<file path="src/inc/sla_defines.svh">
// constants of the sct log access decoder: opcodes, pages, layout
// assumes inclusion by bare name from the package and the design files
`ifndef SLA_DEFINES_SVH
`define SLA_DEFINES_SVH

// ****************************************
// command and taskfile values
// ****************************************
`define SLA_OP_SMART 8'hb0
`define SLA_OP_LOG_RD 8'h2f
`define SLA_OP_LOG_WR 8'h3f
`define SLA_FEAT_RD 8'hd5
`define SLA_FEAT_WR 8'hd6
`define SLA_SIG_LO 8'h4f
`define SLA_SIG_HI 8'hc2
`define SLA_PAGE_STAT 8'he0
`define SLA_PAGE_DATA 8'he1
`define SLA_ZERO_BYTE 8'h00
`define SLA_ONE_SECT 8'h01

// ****************************************
// status page layout, 16-bit word indexes
// ****************************************
`define SLA_LAST_WORD 8'hff
`define SLA_W_FORMAT 8'h00
`define SLA_W_VERSION 8'h01
`define SLA_W_SPEC 8'h02
`define SLA_W_FLAGS 8'h03
`define SLA_W_DRIVE 8'h05
`define SLA_W_EXT 8'h07
`define SLA_W_ACTION 8'h08
`define SLA_W_FUNC 8'h09
`define SLA_W_LBA0 8'h14
`define SLA_W_LBA1 8'h15
`define SLA_W_LBA2 8'h16
`define SLA_W_TEMP 8'h64
`define SLA_W_TMAX 8'h65
`define SLA_FORMAT_VER 16'h0003
`define SLA_SPEC_LEVEL 16'h0001
`define SLA_EXT_BUSY 16'hffff
`define SLA_DRV_SCT_BG 8'h05
`define SLA_ZERO_WORD 16'h0000

`endif

</file>
<file path="src/inc/sla_pkg.sv">
// types of the sct log access decoder
// assumes sla_defines.svh on the include path
package sla_pkg;
  `include "sla_defines.svh"

  typedef logic [7:0] sla_byte_t;
  typedef logic [15:0] sla_word_t;

  // one-hot decoder states
  typedef enum logic [3:0] {
    SLA_IDLE = 4'h1,
    SLA_STAT = 4'h2,
    SLA_FIN = 4'h4,
    SLA_XFER = 4'h8
  } sla_state_e;
endpackage

</file>
<file path="src/inc/sla_stat_if.sv">
// carrier between the decoder and its status page memory
// assumes one clock shared by both ends
interface sla_stat_if;
  logic [7:0] rd_addr;
  logic [15:0] rd_data;
  logic bg_busy;
  logic [15:0] ext_status;
  logic [15:0] action_code;
  logic [15:0] func_code;
  logic [7:0] drive_state;
  logic seg_init;
  logic [47:0] cur_lba;
  logic [7:0] hda_temp;
  logic [7:0] min_temp;
  logic [7:0] max_temp;

  modport dec (output rd_addr, bg_busy, ext_status, action_code, func_code,
    drive_state, seg_init, cur_lba, hda_temp, min_temp, max_temp,
    input rd_data);
  modport mem (input rd_addr, bg_busy, ext_status, action_code, func_code,
    drive_state, seg_init, cur_lba, hda_temp, min_temp, max_temp,
    output rd_data);
endinterface

</file>
<file path="src/hdl/sla_status_mem.sv">
// status page store: one 512-byte page as 256 words, registered read
// assumes the decoder steps rd_addr one word per clock

`include "sla_defines.svh"

module sla_status_mem
  import sla_pkg::*;
#(
  parameter logic [15:0] SCT_VERSION = 16'h0001 // arbitrary value
) (
  input wire logic clk,
  input wire logic srst,
  sla_stat_if.mem st
);
  // ****************************************
  // word selection
  // ****************************************
  sla_word_t word_next;
  sla_word_t ext_word;
  sla_word_t drive_word;

  // background run forces the busy code and state
  assign ext_word = st.bg_busy ? `SLA_EXT_BUSY : st.ext_status;
  assign drive_word = {`SLA_ZERO_BYTE,
    st.bg_busy ? `SLA_DRV_SCT_BG : st.drive_state};

  always_comb begin
    case (st.rd_addr)
      `SLA_W_FORMAT: word_next = `SLA_FORMAT_VER;
      `SLA_W_VERSION: word_next = SCT_VERSION;
      `SLA_W_SPEC: word_next = `SLA_SPEC_LEVEL;
      `SLA_W_FLAGS: word_next = {15'h0000, st.seg_init};
      `SLA_W_DRIVE: word_next = drive_word;
      `SLA_W_EXT: word_next = ext_word;
      `SLA_W_ACTION: word_next = st.action_code;
      `SLA_W_FUNC: word_next = st.func_code;
      `SLA_W_LBA0: word_next = st.cur_lba[15:0];
      `SLA_W_LBA1: word_next = st.cur_lba[31:16];
      `SLA_W_LBA2: word_next = st.cur_lba[47:32];
      `SLA_W_TEMP: word_next = {st.min_temp, st.hda_temp};
      `SLA_W_TMAX: word_next = {`SLA_ZERO_BYTE, st.max_temp};
      default: word_next = `SLA_ZERO_WORD;
    endcase
  end

  // registered read port
  always_ff @(posedge clk) begin
    if (srst) begin
      st.rd_data <= `SLA_ZERO_WORD;
    end else begin
      st.rd_data <= word_next;
    end
  end

  a_busy_ext_code: assert property (@(posedge clk) disable iff (srst)
    (st.rd_addr == `SLA_W_EXT && st.bg_busy) |=>
      st.rd_data == `SLA_EXT_BUSY)
    else $error("busy extended status not reported");
endmodule

</file>
<file path="src/hdl/sla_decoder.sv">
// sct log access decoder: smart and extended log paths to the sct pages
// assumes taskfile bytes stable while cmd_valid is high, one clock domain
//
// Contract
// smart opcode, sector number e1h, cylinder high c2h means sct data
// smart data moves exactly the sector count given
// extended log read or write with address byte e1h is sct data
// host zeroes upper count and both middle address bytes
// command status only tells accepted or rejected, not action done
// status page e0h is returned whenever the host reads it
// status request accepted any time, even during background sct work
// status request leaves power state and background work untouched
// smart status: one sector, number e0h, cylinder low 4fh
// extended status: log read, address e0h, upper bytes zero
// host polls status repeatedly to follow long actions
// after an accepted sct command, data goes through page e1h
// extended status reads ffffh while sct runs in background
// log access to any other page is aborted with error

`include "sla_defines.svh"

module sla_decoder
  import sla_pkg::*;
(
  input wire logic clk,
  input wire logic srst,
  input wire logic cmd_valid,
  input wire logic [7:0] cmd_op,
  input wire logic [7:0] cmd_feature,
  input wire logic [7:0] cmd_count,
  input wire logic [7:0] cmd_count_prev,
  input wire logic [7:0] cmd_lba_low,
  input wire logic [7:0] cmd_lba_mid,
  input wire logic [7:0] cmd_lba_mid_prev,
  input wire logic [7:0] cmd_lba_high,
  input wire logic sector_done,
  input wire logic bg_busy,
  input wire logic [15:0] bg_ext_status,
  input wire logic [15:0] bg_action,
  input wire logic [15:0] bg_function,
  input wire logic [7:0] drive_state,
  input wire logic seg_init,
  input wire logic [47:0] bg_lba,
  input wire logic [7:0] hda_temp,
  input wire logic [7:0] min_temp,
  input wire logic [7:0] max_temp,
  output logic cmd_ready,
  output logic cmd_done,
  output logic cmd_err,
  output logic [15:0] stat_word,
  output logic stat_word_valid,
  output logic xfer_active,
  output logic xfer_write,
  output logic [7:0] xfer_sectors
);
  // ****************************************
  // status page memory
  // ****************************************
  sla_stat_if st ();
  sla_state_e state_reg;
  sla_state_e state_next;
  sla_byte_t addr_reg;
  sla_byte_t remain_reg;
  logic issue_reg;
  logic done_reg;
  logic err_reg;
  logic word_valid_reg;
  sla_word_t word_reg;
  logic xact_reg;
  logic xwr_reg;
  sla_byte_t xcnt_reg;

  // snapshot fields fed straight to the page, read-only view
  assign st.rd_addr = addr_reg;
  assign st.bg_busy = bg_busy;
  assign st.ext_status = bg_ext_status;
  assign st.action_code = bg_action;
  assign st.func_code = bg_function;
  assign st.drive_state = drive_state;
  assign st.seg_init = seg_init;
  assign st.cur_lba = bg_lba;
  assign st.hda_temp = hda_temp;
  assign st.min_temp = min_temp;
  assign st.max_temp = max_temp;

  sla_status_mem u_mem (
    .clk(clk),
    .srst(srst),
    .st(st.mem)
  );

  // ****************************************
  // taskfile decode
  // ****************************************
  function automatic logic is_zero(input sla_byte_t b);
    is_zero = (b == `SLA_ZERO_BYTE);
  endfunction

  logic idle;
  logic take;
  logic smart_sig;
  logic smart_data;
  logic smart_stat;
  logic ext_zero;
  logic ext_rd;
  logic ext_wr;
  logic ext_data;
  logic ext_stat;
  logic want_data;
  logic want_stat;
  logic want_write;
  logic bad_cmd;
  logic last_sector;

  // smart path signature bytes
  assign smart_sig = cmd_op == `SLA_OP_SMART && cmd_lba_mid == `SLA_SIG_LO
    && cmd_lba_high == `SLA_SIG_HI;
  assign smart_data = smart_sig && cmd_lba_low == `SLA_PAGE_DATA
    && (cmd_feature == `SLA_FEAT_RD || cmd_feature == `SLA_FEAT_WR)
    && !is_zero(cmd_count);
  assign smart_stat = smart_sig && cmd_lba_low == `SLA_PAGE_STAT
    && cmd_feature == `SLA_FEAT_RD && cmd_count == `SLA_ONE_SECT;
  // extended log path, upper bytes must be zero
  assign ext_zero = is_zero(cmd_count_prev) && is_zero(cmd_lba_mid)
    && is_zero(cmd_lba_mid_prev);
  assign ext_rd = cmd_op == `SLA_OP_LOG_RD;
  assign ext_wr = cmd_op == `SLA_OP_LOG_WR;
  assign ext_data = (ext_rd || ext_wr) && cmd_lba_low == `SLA_PAGE_DATA
    && ext_zero && !is_zero(cmd_count);
  assign ext_stat = ext_rd && cmd_lba_low == `SLA_PAGE_STAT
    && ext_zero && cmd_count == `SLA_ONE_SECT;
  // classification of a taken command
  assign idle = state_reg == SLA_IDLE;
  assign take = idle && cmd_valid;
  assign want_data = smart_data || ext_data;
  assign want_stat = smart_stat || ext_stat;
  assign want_write = smart_data ? (cmd_feature == `SLA_FEAT_WR) : ext_wr;
  assign bad_cmd = !want_data && !want_stat;
  assign last_sector = sector_done && remain_reg == `SLA_ONE_SECT;

  // ****************************************
  // control state machine
  // ****************************************
  always_comb begin
    case (state_reg)
      SLA_IDLE: begin
        if (take && want_stat) begin
          state_next = SLA_STAT;
        end else if (take && want_data) begin
          state_next = SLA_XFER;
        end else begin
          state_next = SLA_IDLE;
        end
      end
      SLA_STAT: begin
        state_next = (addr_reg == `SLA_LAST_WORD) ? SLA_FIN : SLA_STAT;
      end
      SLA_FIN: state_next = SLA_IDLE;
      SLA_XFER: state_next = last_sector ? SLA_IDLE : SLA_XFER;
      default: state_next = SLA_IDLE;
    endcase
  end

  // state and page address
  always_ff @(posedge clk) begin
    if (srst) begin
      state_reg <= SLA_IDLE;
      addr_reg <= `SLA_ZERO_BYTE;
      issue_reg <= 1'b0;
    end else begin
      state_reg <= state_next;
      addr_reg <= (state_reg == SLA_STAT) ? addr_reg + 8'h01 : 8'h00;
      issue_reg <= state_reg == SLA_STAT;
    end
  end

  // status words out, one per clock
  always_ff @(posedge clk) begin
    if (srst) begin
      word_reg <= `SLA_ZERO_WORD;
      word_valid_reg <= 1'b0;
    end else begin
      word_reg <= issue_reg ? st.rd_data : `SLA_ZERO_WORD;
      word_valid_reg <= issue_reg;
    end
  end

  // completion only says accepted or aborted
  always_ff @(posedge clk) begin
    if (srst) begin
      done_reg <= 1'b0;
      err_reg <= 1'b0;
    end else begin
      done_reg <= (take && bad_cmd) || state_reg == SLA_FIN
        || (state_reg == SLA_XFER && last_sector);
      err_reg <= take && bad_cmd;
    end
  end

  // data transfer through the data page
  always_ff @(posedge clk) begin
    if (srst) begin
      xact_reg <= 1'b0;
      xwr_reg <= 1'b0;
      xcnt_reg <= `SLA_ZERO_BYTE;
      remain_reg <= `SLA_ZERO_BYTE;
    end else if (take && want_data) begin
      xact_reg <= 1'b1;
      xwr_reg <= want_write;
      xcnt_reg <= cmd_count;
      remain_reg <= cmd_count;
    end else if (xact_reg && sector_done) begin
      xact_reg <= !last_sector;
      remain_reg <= remain_reg - 8'h01;
    end
  end

  assign cmd_done = done_reg;
  assign cmd_err = err_reg;
  assign stat_word = word_reg;
  assign stat_word_valid = word_valid_reg;
  assign xfer_active = xact_reg;
  assign xfer_write = xwr_reg;
  assign xfer_sectors = xcnt_reg;

  // ready is registered from the next state
  always_ff @(posedge clk) begin
    if (srst) begin
      cmd_ready <= 1'b1;
    end else begin
      cmd_ready <= state_next == SLA_IDLE;
    end
  end

  // ****************************************
  // checks
  // ****************************************
  logic [8:0] wcnt_reg;
  always_ff @(posedge clk) begin
    if (srst || take) begin
      wcnt_reg <= 9'h000;
    end else if (word_valid_reg) begin
      wcnt_reg <= wcnt_reg + 9'h001;
    end
  end

  a_bad_page_abort: assert property (@(posedge clk) disable iff (srst)
    (take && bad_cmd) |=> (cmd_done && cmd_err && !xfer_active))
    else $error("unknown page not aborted");
  a_status_completes: assert property (@(posedge clk) disable iff (srst)
    (take && want_stat) |-> ##258 (cmd_done && !cmd_err && stat_word_valid))
    else $error("status read did not finish on time");
  a_status_word_count: assert property (@(posedge clk) disable iff (srst)
    (cmd_done && !cmd_err && !$past(xact_reg)) |-> wcnt_reg == 9'h0ff)
    else $error("status page not full length");
  a_status_while_busy: assert property (@(posedge clk) disable iff (srst)
    (take && want_stat && bg_busy) |=> state_reg == SLA_STAT)
    else $error("status refused during background work");
  a_xfer_start: assert property (@(posedge clk) disable iff (srst)
    (take && want_data) |=> (xfer_active && xfer_sectors == $past(cmd_count)))
    else $error("data transfer not started");
  a_xfer_exact: assert property (@(posedge clk) disable iff (srst)
    (xfer_active && last_sector) |=> (cmd_done && !cmd_err && !xfer_active))
    else $error("transfer did not end on last sector");
  a_done_single: assert property (@(posedge clk) disable iff (srst)
    (cmd_done && !take) |=> !cmd_done)
    else $error("completion longer than one cycle");
  a_ext_upper_zero: assert property (@(posedge clk) disable iff (srst)
    (take && (ext_rd || ext_wr) && !is_zero(cmd_lba_mid)) |=> cmd_err)
    else $error("nonzero middle address accepted");
  a_ext_status_path: assert property (@(posedge clk) disable iff (srst)
    (take && ext_rd && cmd_lba_low == `SLA_PAGE_STAT && ext_zero
      && cmd_count == `SLA_ONE_SECT) |=> ##2 stat_word_valid)
    else $error("extended status request not served");
endmodule

</file>
<file path="config.mk">
export PLATFORM = sky130hd
export DESIGN_NAME = sla_decoder
export DESIGN_NICKNAME = d
export VERILOG_FILES = /design/src/inc/sla_pkg.sv /design/src/inc/sla_stat_if.sv /design/src/hdl/sla_status_mem.sv /design/src/hdl/sla_decoder.sv
export VERILOG_INCLUDE_DIRS = /design/src /design/src/inc
export SDC_FILE = /design/constraint.sdc
export NUM_CORES = 1
export LEC_CHECK = 0
export BUFFER_PORTS_ARGS = -buffer_cell sky130_fd_sc_hd__clkbuf_2
export CAP_MARGIN = 10
export CORE_UTILIZATION = 43
export CTS_CLUSTER_DIAMETER = 100
export CTS_CLUSTER_SIZE = 16
export DETAILED_ROUTE_END_ITERATION = 16
export GPL_ROUTABILITY_DRIVEN = 0
export GPL_TIMING_DRIVEN = 0
export PLACE_DENSITY = 0.92
export SYNTH_ARGS = -nofsm -noshare
export SYNTH_HDL_FRONTEND = slang
export SYNTH_SLANG_ARGS = --single-unit
export TNS_END_PERCENT = 100
</file>
<file path="constraint.sdc">
create_clock -name clk -period 2.5 [get_ports clk]
set_input_delay 0.5 -clock clk [delete_from_list [all_inputs] [get_ports clk]]
set_output_delay 0.5 -clock clk [all_outputs]
set_load 0.05 [all_outputs]
</file>
Yosys cells after proc, flatten, opt, wreduce, memory -nomap -nowiden
Cells that the tools add are included.
- bitwise gates (word level): 2
- reductions and logical operators: 43
- add/subtract/negate cells: 2
- muxes and demuxes: 13
- equal/unequal tests: 29
- operator list (kind ; count):
    16-bit case mux with 12 select lines ; 1
    8-bit equality test (second input constant) ; 7
    8-bit zero test ; 5
    8-bit by 1-bit equality test with 1-bit output (second input constant) ; 3
    8-bit by 5-bit equality test with 1-bit output (second input constant) ; 3
    8-bit by 7-bit equality test with 1-bit output (second input constant) ; 3
    1-bit logical AND ; 24
    8-bit two-way mux ; 3
    8-bit by 2-bit equality test with 1-bit output (second input constant) ; 2
    8-bit by 3-bit equality test with 1-bit output (second input constant) ; 2
    8-bit by 4-bit equality test with 1-bit output (second input constant) ; 2
    8-bit by 6-bit equality test with 1-bit output (second input constant) ; 2
    16-bit two-way mux ; 1
    4-bit two-way mux ; 3
    4-bit case mux with 3 select lines ; 1
    8-bit by 1-bit adder with 8-bit output (second input constant) ; 1
    4-bit by 1-bit equality test with 1-bit output (second input constant) ; 2
    8-bit by 1-bit subtractor with 8-bit output (second input constant) ; 1
    1-bit logical OR ; 6
    2-bit OR reduction ; 3
    4-bit by 2-bit equality test with 1-bit output (second input constant) ; 1
    4-bit by 3-bit equality test with 1-bit output (second input constant) ; 1
    4-bit equality test (second input constant) ; 1
    1-bit zero test ; 4
    4 further kinds ; 7
- word-level logic and storage cells: 102
- input port bits: 198
- register bits after elaboration: 67

Depth between registers and ports, before layout
Gate-level depths: netlist of the first run.
- word-level depth: 12
- gate-level depth with buffers: 9
- gate-level depth less buffers: 8

Modules after synthesis
A second synthesis of the first run with hierarchy kept.
- cells, all modules: 438
- area, all modules: 3636.0 um^2
- modules (own cells, without submodules) (module ; instances ; sequential area each (um^2) ; cells an instance ; area each (um^2)):
    sla_decoder ; 1 ; 1021.0 ; 223 ; 2103.3
    sla_status_mem ; 1 ; 320.3 ; 215 ; 1532.7

Worst setup path after synthesis of the first run
OpenSTA, ideal clock, no wires.
- path type: input -> register
- start: in cmd_op[6]
- end: reg xcnt_reg[0], in the netlist xfer_sectors[0]
- arrival: 2.135 ns
- required time: 2.372 ns
- buffers on the path: 1
- cell stages on the path: 7
- setup slack: 0.238 ns
- cell sequence: nand2b_4 -> or4_4 -> nor4_4 -> o2111ai_4 -> buf_6 -> mux2i_1 -> nor2_1
- word-level cells in the longest chain between the ends: 8
- elaborated cells between the ends (all ways): 14
- classes of those cells: 3 x eq/ne; 11 x reduce/logical
- RTL lines (item ; line ; source):
    start: declaration ; sla_decoder.sv:28 ; input wire logic [7:0] cmd_op,
    8-bit equality test (no line) ; n/a ;
    1-bit logical AND (no line) (3 in series) ; n/a ;
    1-bit logical AND (2 in series) ; sla_decoder.sv:118 ; assign smart_data = smart_sig && cmd_lba_low == `SLA_PAGE_DATA
    1-bit logical OR * ; sla_decoder.sv:135 ; assign want_data = smart_data || ext_data;
    1-bit logical AND * ; sla_decoder.sv:207 ; end else if (take && want_data) begin
    end signal: assignment ; sla_decoder.sv:205 ; xcnt_reg <= `SLA_ZERO_BYTE;
    end signal: assignment ; sla_decoder.sv:210 ; xcnt_reg <= cmd_count;
    end: declaration ; sla_decoder.sv:71 ; sla_byte_t xcnt_reg;
Mark *: on every way between the ends. The rest lies on a longest branch, timed or not.
A chain may end at the register's enable or synchronous reset.

Worst setup path after layout of the first run
- start: reg addr_reg[0]
- end: reg u_mem.st.rd_data[15]
- word-level cells in the longest chain between the ends: 3
- elaborated cells between the ends (all ways): 15
- classes of those cells: 12 x eq/ne; 1 x mux; 2 x reduce/logical
- RTL lines (item ; line ; source):
    start: declaration ; sla_decoder.sv:62 ; sla_byte_t addr_reg;
    start signal: assignment ; sla_decoder.sv:168 ; addr_reg <= `SLA_ZERO_BYTE;
    start signal: assignment ; sla_decoder.sv:172 ; addr_reg <= (state_reg == SLA_STAT) ? addr_reg + 8'h01 : 8'h00;
    8-bit by 1-bit equality test with 1-bit output / 8-bit by 2-bit equality test with 1-bit output (equally long branches) ; sla_status_mem.sv:28 ; case (st.rd_addr)
    2-bit OR reduction (no line) ; n/a ;
    16-bit case mux with 12 select lines * ; sla_status_mem.sv:28 ;
    end signal: assignment ; sla_status_mem.sv:49 ; st.rd_data <= `SLA_ZERO_WORD;
    end signal: assignment ; sla_status_mem.sv:51 ; st.rd_data <= word_next;
    end: declaration ; sla_stat_if.sv:22 ; output rd_data);
Marks and branches as above.

==> summary.md, run 1 <==
TritonCTS built the clock tree. Count of antenna-violating nets left after detailed routing: 0. Arrival time reported for the critical path endpoint: 2580 ps. The max-capacitance violation count is 0.

The total grt overflow is 0. Buffers inserted to repair hold after CTS numbered 0. The clock skew was 8.82 ps; the via density per instance was 5.64. Fill cells in the final layout number 727. For hold timing, the worst endpoint is u_mem.st.rd_data[13].

The share of final-layout standard cells stronger than drive strength 1 is 41.3%, and the number of vias after detailed routing is 4367. STA classifies the critical path startpoint as a flop. The analysis attributes to cell leakage a power of 2.39 nW.

Setup repair after global routing left no endpoint under its margin. The floorplan step set the die width to 93.7 um. Wire length per cell after detailed routing: 16.4 um. The clock root buffer was clkbuf_8. For this run, design rule violations remaining after detail routing come to 0.

Synthesis inferred 67 register bits. The pin count of the biggest net entering global routing was 15; the net count reported at finish was 868. In this run the worst path has a maximum fanout of 10.

The worst flop-to-flop path startpoint was addr_reg[0]. The worst-case IR drop observed on VDD is 0.000223 V. The worst path uses 94.9% of the clock period. The tools report the number of global-route vias before repair as 4108. The synthesis warning total came out at 0. The clock-pin transition on the worst setup and hold timing paths is 80 ps.

The number of levels in the clock H-tree is 3. The I/O pin total is 228, and the final-layout worst hold slack is 408 ps. The worst setup path is captured at a flop.

The number of antenna violations at the first check in global routing came out at 0. The number of buffers created by CTS is 9. The logs give 2700 ps for the critical path data required time and 8770 um2 for the area enclosed by the die boundary.

In this run the cell area of the synthesized design comes to 3610 um2. Reg-to-reg endpoint: u_mem.st.rd_data[15]. The first global-routing pass estimated 19.3 mm of wire.

Port buffering added 226 buffers. For the area of all placed cells without fillers, the log shows 5090 um2. The overall global routing resource usage is 28.6%, and the height of the die is 93.7 um. The tools report the final-report max-slew violation count as 0. Sequential elements use 37.1% of the synthesized area. The core footprint came out at 8180 um2.

The floorplan has 33 rows. The number of cells on the worst reg-to-reg path is 9, and the share of flip-flops with an asynchronous set or reset is 0%. The number of synthesized flops with an enable pin is 0.

The logs give 56.5% for the worst slew margin relative to its limit and 4880 um2 for the placed standard-cell area. For this block, the routed nets add up to 12.7 mm of wire. The hold path depth is 3, and the maximum frequency from static timing analysis is 422 MHz. The count of cell types in the netlist came out at 56. For this configuration, the core starts out at a cell density of 44.2%. At the pin with the least slew margin, the transition time is 652 ps. The final setup violation count is 0. The cell area power density is 415 nW/um2. A synthesized cell averages 8.44 um2.

The tools report the start point of the worst min-delay path as bg_lba[45]. The final-report hold violation count is 0, and the number of instances in the synthesized netlist is 428. The tools report the largest buffer count on any clock path as 2. The critical path in this run is classified as reg -> reg. The run gives 130 ps as the register-to-register setup slack. Counting every sink on the clock net gives 67. The post-layout minimum cycle time is 2370 ps. The path class of the tightest hold or removal check is in -> reg. For this run, the leading register cell type out of synthesis is dfxtp_1. The net count of the mapped netlist came out at 632.

For the number of iterations in the first detailed-routing pass, the log shows 6. Registers take 1340 um2. Summing all multi-input logic gate instances after layout gives 2170 um2. The run finished with clean final reports. The clock reaches the later pin of the worst-skew pair after 340 ps. The area growth from synthesis to final layout was 40.9%. 0 antenna diodes ended up in the layout. The HPWL after detailed placement is 10.3 mm.

For this block, the initial DRC count from the detailed router was 314.
## cell type report
| cell class | instances | area share [%] |
|---|---|---|
| Tap cell | 105 | 2.58 |
| Buffer | 21 | 2.06 |
| Timing Repair Buffer | 226 | 22.2 |
| Sequential cell | 67 | 26.3 |
| Clock buffer | 9 | 2.43 |
| Inverter | 9 | 0.664 |
| Clock inverter | 7 | 1.16 |
| Multi-Input combinational cell | 330 | 42.5 |
## synth_stat cells, types with 7 or more instances
library cell	n	share of area, %
buf_2	7	0.97
a22oi_1	30	6.2
and2_1	16	2.8
xor2_1	7	1.7
nor3_1	11	1.5
a221oi_1	10	2.4
nor2_1	40	4.2
a31oi_1	12	2.1
and3_1	8	1.4
nor4_1	12	2.1
inv_1	9	0.93
mux2i_1	10	2.8
nand3_1	10	1.4
o21ai_0	30	4.2
dfxtp_1	67	37
a21oi_1	17	2.4
nand2_1	42	4.4
a211oi_2	7	2.4
clkbuf_1	12	1.2
## worst max path at each step
stage	slack, ps	end	start
CTS	20	u_mem.st.rd_data[2]	addr_reg[4]
floorplan	240	xfer_sectors[0]	cmd_op[6]
finish	130	u_mem.st.rd_data[15]	addr_reg[0]
global placement	20	remain_reg[4]	cmd_lba_high[0]
detailed placement	-80	xfer_sectors[2]	cmd_lba_high[0]
global route	10	u_mem.st.rd_data[15]	addr_reg[5]
## metrics by stage
stage | setup WS [ps] | setup TNS [ps] | utilization [%] | cells | total power, mW
floorplan | 238 | 0 | - | 428 | 1.14
global route | 11.1 | 0 | 62.3 | 774 | 2.20
global placement | 20.8 | 0 | 59.6 | 759 | 1.31
CTS | 18.1 | 0 | 62.0 | 775 | 2.12
detailed placement | -78.2 | -704 | 59.6 | 759 | 1.32
finish | 128 | 0 | 62.3 | 774 | 2.11
## power by group
group / switching, mW / internal (mW)
sequential: 0.000879 / 1.07
clock: 0.444 / 0.374
combinational: 0.0976 / 0.129
## repair_timing
action	in CTS	in global routing
cloned	0	0
setup endpoints to repair	8	15
setup buffers	0	0
resized for setup	1	9
## placed cells by master, fill, tap and decap left out, drive strengths merged, types with 3 or more instances in the layout
master and n:
inv 13, mux2i 10, nand2b 3, or4 3, nand4bb 3, ha 6, o21ai 30, a221oi 10
nand3 10, dfxtp 67, a31oi 12, and2 16, nor2b 4, buf 10, o41ai 4, xnor2 6
a22oi 30, nand4 6, clkbuf 246, nor4 13, and3 8, xor2 7, nand2 42, nor2 43
nor3 11, a211oi 7, a21oi 17
## critical path, stage by stage, from the launching register on
cell      delay [ps]
dfxtp_1          410
inv_1             80
ha_1             320
nor2_1           160
nor2_1            60
nor3_1           130
nor3_1           100
o41ai_4          560
clkbuf_2         320
a31oi_1           80
## logic make-up (layout without fill, tap and decap cells)
| kind of cell | after synthesis | in the layout | share of synthesized area, % |
|---|---|---|---|
| and+or+nand+nor | 178 | 178 | 26.6 |
| AOI/OAI and AO/OA | 123 | 123 | 24.4 |
| DFF | 67 | 67 | 37.1 |
| buffers and inverters | 31 | 272 | 3.88 |
| xor gates and xnor gates | 13 | 13 | 3.15 |
| muxes | 10 | 10 | 2.77 |
| adders and majority gates | 6 | 6 | 2.08 |
## per-layer routing
| layer | global-route usage, % | share of wire, % | vias to the layer above |
|---|---|---|---|
| met2 | 50.6 | 49 | 290 |
| li1 | - | - | 2068 |
| met4 | 9.49 | 2.1 | 0 |
| met5 | 0 | 0 | - |
| met3 | 6.88 | 9.8 | 33 |
| met1 | 33.7 | 39 | 1976 |
No activity file was read; power rests on OpenSTA's default activity.
==> run 2: changes to the inputs <==
- ABC_AREA: not set -> 1
- CORE_ASPECT_RATIO: not set -> 1.2
- CORE_UTILIZATION: 43 -> 45
- PLACE_DENSITY: 0.92 -> 0.93
- SLEW_MARGIN: not set -> 20
==> summary.md, run 2 <==
The share of synthesized area occupied by flip-flops and latches is 33.8%. For the final routed database, the setup TNS stands at 0 ps. Total power for the finished layout comes to 2.11 mW.

The clock drives 67 sinks. The largest buffer count on any clock path is 2. The slew at the pin closest to its max-slew limit was 559 ps.

The path class of the lowest-slack min-delay path is reg -> reg. The worst register-to-register path has a setup slack of 600 ps. The run gives 4574 as the number of global-route vias before repair. The dominant cell by count in the synthesized netlist was nand2_1. The first global-routing pass estimated 19.8 mm of wire. The core region is 8560 um2. Synthesis instantiated 39 different standard cells from the library. The run gives 9 as the number of buffers created by CTS.

For the initial detailed-routing violation count, the log shows 272. In this run, synthesis inferred 0 flip-flops with an integrated enable. The run gives 27.5% as the overall global routing resource usage. The share of the clock period used by the worst path was 75.8%. The final setup violation count came out at 0. Final-layout worst hold slack: 410 ps. The final-report max-slew violation count is 0. The main combinational cell family by area after synthesis is simple AND/OR/NAND/NOR gates. In this run the post-CTS setup repair buffer count came out at 0.

The main flop type after synthesis is dfxtp_1. The H-tree was split into 3 levels. Gates resized during post-CTS repair numbered 0. Using the TritonRoute via totals, the vias-per-cell ratio works out to 4.94.

The detailed-route DRC error count is 0. Clock-pin slew was measured on the worst setup and hold paths at 70 ps. After floorplanning, the core was divided into 37 placement rows.

The total length of routed wires is 12.5 mm, and the final-report hold violation count is 0. The repair_antennas step left the layout with diodes totalling 0. Per report_power, the combinational group accounts for 10.8% of the total. Simple-gate share of the synthesized area: 43.5%. The HPWL after detailed placement is 10.2 mm. Setup repair after global routing left no endpoint under its margin.

In this run switching power makes up 22.6% of total power. The synthesized netlist occupies a cell area of 3970 um2. The number of nets handed over by synthesis was 833. 228 I/O pins were placed. The internal power of the cells totals 1.63 mW. Summing the areas of all xor and xnor instances in the mapped netlist gives 0.883% of the synthesized area. IR analysis of the VDD net gives a maximum drop of 0.000302 V. The net switching power is 0.477 mW, and the portion of netlist area occupied by mux cells is 0%.

The critical path data required time is 2700 ps, and the post-route core utilization is 63.3%. The die covers 9200 um2. In the synthesized netlist, the number of instances is 629.

Leaving out fill and tap cells, the most frequent cells in the layout are 226 x clkbuf_2, 170 x nand2_1, 112 x nor2_1, 68 x inv_1, 67 x dfxtp_1. Clock skew: 7.67 ps. The initial core utilization was 46.3%. Sorting the synthesized cells by area gives the leading types as dfxtp_1 34%, nand2_1 16%, nor2_1 11%, nand3_1 6.6%, inv_1 6.4%. The fraction of post-synthesis cell area in the top cell type by area came out at 33.8%. The clock root buffer was clkbuf_8. The setup path with the least slack is of type reg -> reg. STA puts the critical path data arrival time at 2090 ps. The routed layout has 4873 vias. Of the total power, registers draw 50.8%. In this run the vertical extent of the chip is 105 um.

TritonCTS built the clock tree. In the synthesized netlist the async set-or-reset flop fraction comes to 0%. The filler cells instantiated in the layout total 807.

The number of hold buffers added after CTS was 0. At the end of the flow, the number of nets in the layout was 1070. For the finished layout, the period the worst path requires is 1900 ps. In this run the mean area of a mapped cell was 6.31 um2. The number of antenna violations at the first check in global routing was 0; the leakage power total was 2.75 nW.

Critical path endpoint category: a flop. The run finished with clean final reports. STA classifies the critical path startpoint as a flop.

Leaving out fill and tap cells, the most frequent cell in the layout is clkbuf_2. The tools report the pin count of the biggest net entering global routing as 11. The first detailed-routing pass took 5 iterations.

The logs give 0 for the synthesis warning total and 0 for the count of antenna-violating nets left after detailed routing. Compared with the post-synthesis result, the final layout area differs by 36.7%. The adder-cell share of the synthesized area is 1.89%, and the synthesized flop and latch total is 67. The tools report the clock insertion delay at the later pin of the skew report as 330 ps. After synthesis, the most frequently instantiated cells are 170 x nand2_1, 112 x nor2_1, 68 x inv_1, 67 x dfxtp_1, 52 x nand3_1.

The cell area power density is 389 nW/um2. The total grt overflow is 0, and the floorplan die width is 87.7 um. Critical-path maximum fanout: 10. Of the cells placed in the final design, the portion with a size suffix greater than 1 is 31.3%.

The total of buffers placed on input and output ports works out to 226. The synthesized design spends more area on one cell type than any other, namely dfxtp_1. The synthesized-area fraction occupied by ao, oa, aoi and oai cells was 10.2%; the worst slew margin relative to its limit was 62.6%. In this run, the clock network consumes 38.3% of the power.

The wire length per cell after detailed routing works out to 12.6 um. Timing would allow up to 527 MHz. Max-cap violations in this run came to 0.
-- run 2: worst max-delay path: stages (launching register included) --
cell and delay (ps):
dfxtp_1 380, inv_1 90, ha_1 210, inv_1 150
nor2_1 70, nand2_1 60, inv_1 120, buf_2 220
nand2_1 70, nand3_1 80, nor2_1 180, a21oi_1 110
-- run 2: routing by layer --
| layer | global-route usage, % | up-vias | share of wire [%] |
|---|---|---|---|
| met2 | 47.6 | 237 | 49 |
| met4 | 14.2 | 0 | 3.8 |
| met1 | 31.1 | 2097 | 40 |
| met5 | 0 | - | 0 |
| met3 | 5.69 | 47 | 7.0 |
| li1 | - | 2492 | - |
-- run 2: stage by stage --
stage	area, um2	std cells	setup slack (ps)
floorplan	3970	629	887
detailed placement	5250	972	564
global route	5420	987	436
finish	5420	987	604
global placement	5250	972	600
CTS	5420	987	626
-- run 2: final cells by class --
class	instances	area [um2]	area share, %
tap	117	146	2.70
clock inverter	2	10.0	0.185
timing repair buffer	226	1130	20.9
sequential	67	1340	24.7
buffer	17	106	1.96
inverter	75	282	5.19
clock buffer	13	169	3.11
multi-input combinational	470	2240	41.3
-- run 2: logic make-up after synthesis --
logic type,Yosys count
DFF,67
and+or+nand+nor,389
buffers and inverters,92
adders and majority gates,6
xor gates and xnor gates,4
AOI/OAI and AO/OA,71
-- run 2: power groups by stage --
stage,sequential (mW),clock [mW],combinational (mW)
after global routing,1.07,0.876,0.252
after global placement,1.10,0,0.225
after detailed placement,1.10,0,0.226
after CTS,1.07,0.826,0.228
after floorplan,1.10,0,0.0478
final,1.07,0.808,0.228
-- run 2: path summary, 6_finish.rpt --
check | startpoint | end | depth (start not counted)
worst max-delay path | addr_reg[0] | u_mem.st.rd_data[13] | 11
worst min-delay path | u_mem.st.rd_data[1] | stat_word[1] | 2
worst max register to register | addr_reg[0] | u_mem.st.rd_data[13] | 11
worst min register to register | u_mem.st.rd_data[1] | stat_word[1] | 2
==> run 3: changes to the inputs <==
- clock period: 2.5 -> 1.75 ns (I/O delays scaled with it)
==> summary.md, run 3 (synthesized netlist as in run 2, its figures left out) <==
The net count of the finished layout is 1089. The floorplan has 37 rows. Per report_power, the clock group accounts for 38.6% of the total. Counting both buffers and inverters, the worst setup path holds a total of 3. The tools report the fraction of power consumed by sequential logic as 50.6%.

The startpoint kind of the worst setup timing path was a flop. The height of the die was 105 um. For the worst setup path, the data required time is 2000 ps. The completed layout was analyzed and its total power is 3.02 mW. The critical path goes through inv_2 -> nand4_4 -> nor3_4 -> buf_12 -> buf_6 -> nand2_1 -> nand3_1 -> a21oi_1 -> a21oi_1. On the worst path, the slowest cell contributes a delay of 350 ps. Across all register-to-register paths, the minimum setup slack is 50 ps. Compared with the post-synthesis result, the final layout area differs by 43.5%. Clock insertion delay at the later pin of the skew report: 340 ps.

For this block, the initial DRC count from the detailed router was 287. The worst slew margin relative to its limit came out at 63.1%. The total of buffers placed on input and output ports came out at 226. The cell area power density was 531 nW/um2; the post-layout minimum cycle time was 1700 ps. For the pin with the worst max-slew slack, the measured transition is 553 ps. TritonCTS built the clock tree. Static timing analysis puts the maximum clock frequency at 590 MHz. Summed over all layers, the global routing overflow is 0. The core footprint was 8560 um2.

The family with the most delay on the worst path was simple AND/OR/NAND/NOR gates. In this run the number of H-tree levels came out at 3. The share of final-layout standard cells stronger than drive strength 1 is 35.4%.

The run gives 2.33 mW as the internal cell power. In this run the worst path has a maximum fanout of 10. The part of the total power dissipated in combinational logic is 10.8%, and the clock-pin transition on the worst setup and hold timing paths is 70 ps. The tools report the clock sink count as 67. Total length of routed wires: 13.2 mm.

The worst setup path is of the reg -> reg kind. For the detailed-route DRC error count, the log shows 0. The logs give 0 for the number of antenna violations at the first check in global routing and 0.693 mW for the net switching power.

Counting tap cells, the placed design contains a total of 972 instances. The final-report max-slew violation count is 0, and the logic depth of the worst setup path including buffers is 9. Setup repair after global routing could not meet its margin everywhere.

Fill cells in the final layout number 767. The most numerous cell type found on the critical path is a21oi_1. In this run the worst hold path is classified as in -> reg. Entering global routing, the biggest net connects 11 pins. The area of combinational cells with multiple inputs is 2320 um2, and the peak supply drop is 0.000423 V. The run gives 1950 ps as the arrival time reported for the critical path endpoint. The area enclosed by the die boundary was 9200 um2. Final setup violation count: 0. The max-capacitance violation count is 0, and the number of hold-repair buffers added at the cts stage is 0. Across the routed clock network, the largest skew measured is 9.26 ps. The tools report the number of antenna cells inserted as 0.

The clock passes through at most 2 buffers. The worst register-to-register path has a depth of 9. The count of cells in the finished layout, fillers not included, comes to 1006. Dividing the detail-routed via count by the number of cells gives 4.97. The pre-antenna-repair detailed-routing pass consisted of 7 iterations.

The tools report the critical path endpoint category as a flop. The fraction of power spent switching nets is 23.0%. The first global-routing pass estimated 19.9 mm of wire. In the global route stage, overall resource usage came out at 27.6%. Post-route core utilization: 66.5%.

In the layout the commonest cells are 226 x clkbuf_2, 168 x nand2_1, 112 x nor2_1, 62 x inv_1, 59 x dfxtp_1. The area taken by flip-flops and latches was 1350 um2. The logs give 0 ps for the sum of negative setup slack and 2.87 nW for the leakage power total. For this block, the via count after detailed routing is 5001. The floorplan die width is 87.7 um, and the wire length per cell after detailed routing is 13.1 um. The run finished with clean final reports.

The number of buffers created by CTS is 9. Most common library cell in the layout ignoring fill and taps: clkbuf_2. The tree is rooted in a clkbuf_8. Of the available clock period, the critical path in the final layout requires 96.9%. 228 I/O pins were placed. The hold path depth is 2, and the number of global-route vias before repair is 4579.

HPWL after detailed placement: 10.2 mm. The run gives 0 as the count of antenna-violating nets left after detailed routing. For this design, the slowest cell found on the critical path is dfxtp_2.

For this configuration, the core starts out at a cell density of 46.3%. The final-report hold violation count was 0.
[run 3: changes by cell type in the layout (fill, tap and decap cells not counted), moves of 4 or more]
cell     before  now
buf_4         2   17
dfxtp_1      67   59
dfxtp_2       0    7
inv_1        68   62
inv_4         0    4
nor3_1       15   11
[run 3: what timing repair did]
action,CTS,global route
resized for setup,7,32
buffers inserted,3,14
endpoints found under the setup margin,15,33
gates cloned,0,3
pin swaps,1,16
[run 3: per-stage QoR]
stage / hold WS, ps / setup WS (ps) / area, um2
global route: 297 / -16.9 / 5690
CTS: 269 / -1.79 / 5460
detailed placement: 400 / -93.0 / 5250
floorplan: 394 / 137 / 3970
finish: 277 / 54.2 / 5690
global placement: 395 / -89.1 / 5250
[run 3: metal layers]
metal	routed length, um	up-vias	GRT usage [%]
met5	0	-	0
met4	361	0	13.0
met3	963	38	5.45
met2	6710	242	48.6
met1	5140	2189	31.2
li1	-	2532	-
[run 3: worst paths after layout]
path	endpoint	start
setup / recovery	u_mem.st.rd_data[7]	addr_reg[7]
hold / removal	issue_reg	srst
setup reg to reg	u_mem.st.rd_data[7]	addr_reg[7]
hold reg to reg	stat_word[1]	u_mem.st.rd_data[1]
[run 3: final cells by class]
| type | instances | share of cell area (%) |
|---|---|---|
| multi-input cells | 470 | 40.8 |
| flip-flops and latches | 67 | 23.8 |
| repair buffers | 246 | 22.6 |
| inverters | 75 | 5.12 |
| clock buffers | 13 | 2.97 |
| well taps | 117 | 2.57 |
| plain buffers | 16 | 1.96 |
| clock inverters | 2 | 0.176 |
[run 3: power groups by stage]
| stage | Sequential [mW] | Clock [mW] | Combinational [mW] |
|---|---|---|---|
| 2_1_floorplan | 1.57 | 0 | 0.0684 |
| 3_3_place_gp | 1.56 | 0 | 0.321 |
| 3_5_place_dp | 1.56 | 0 | 0.323 |
| 4_1_cts | 1.53 | 1.18 | 0.326 |
| 5_1_grt | 1.53 | 1.25 | 0.361 |
| 6_report | 1.53 | 1.17 | 0.327 |
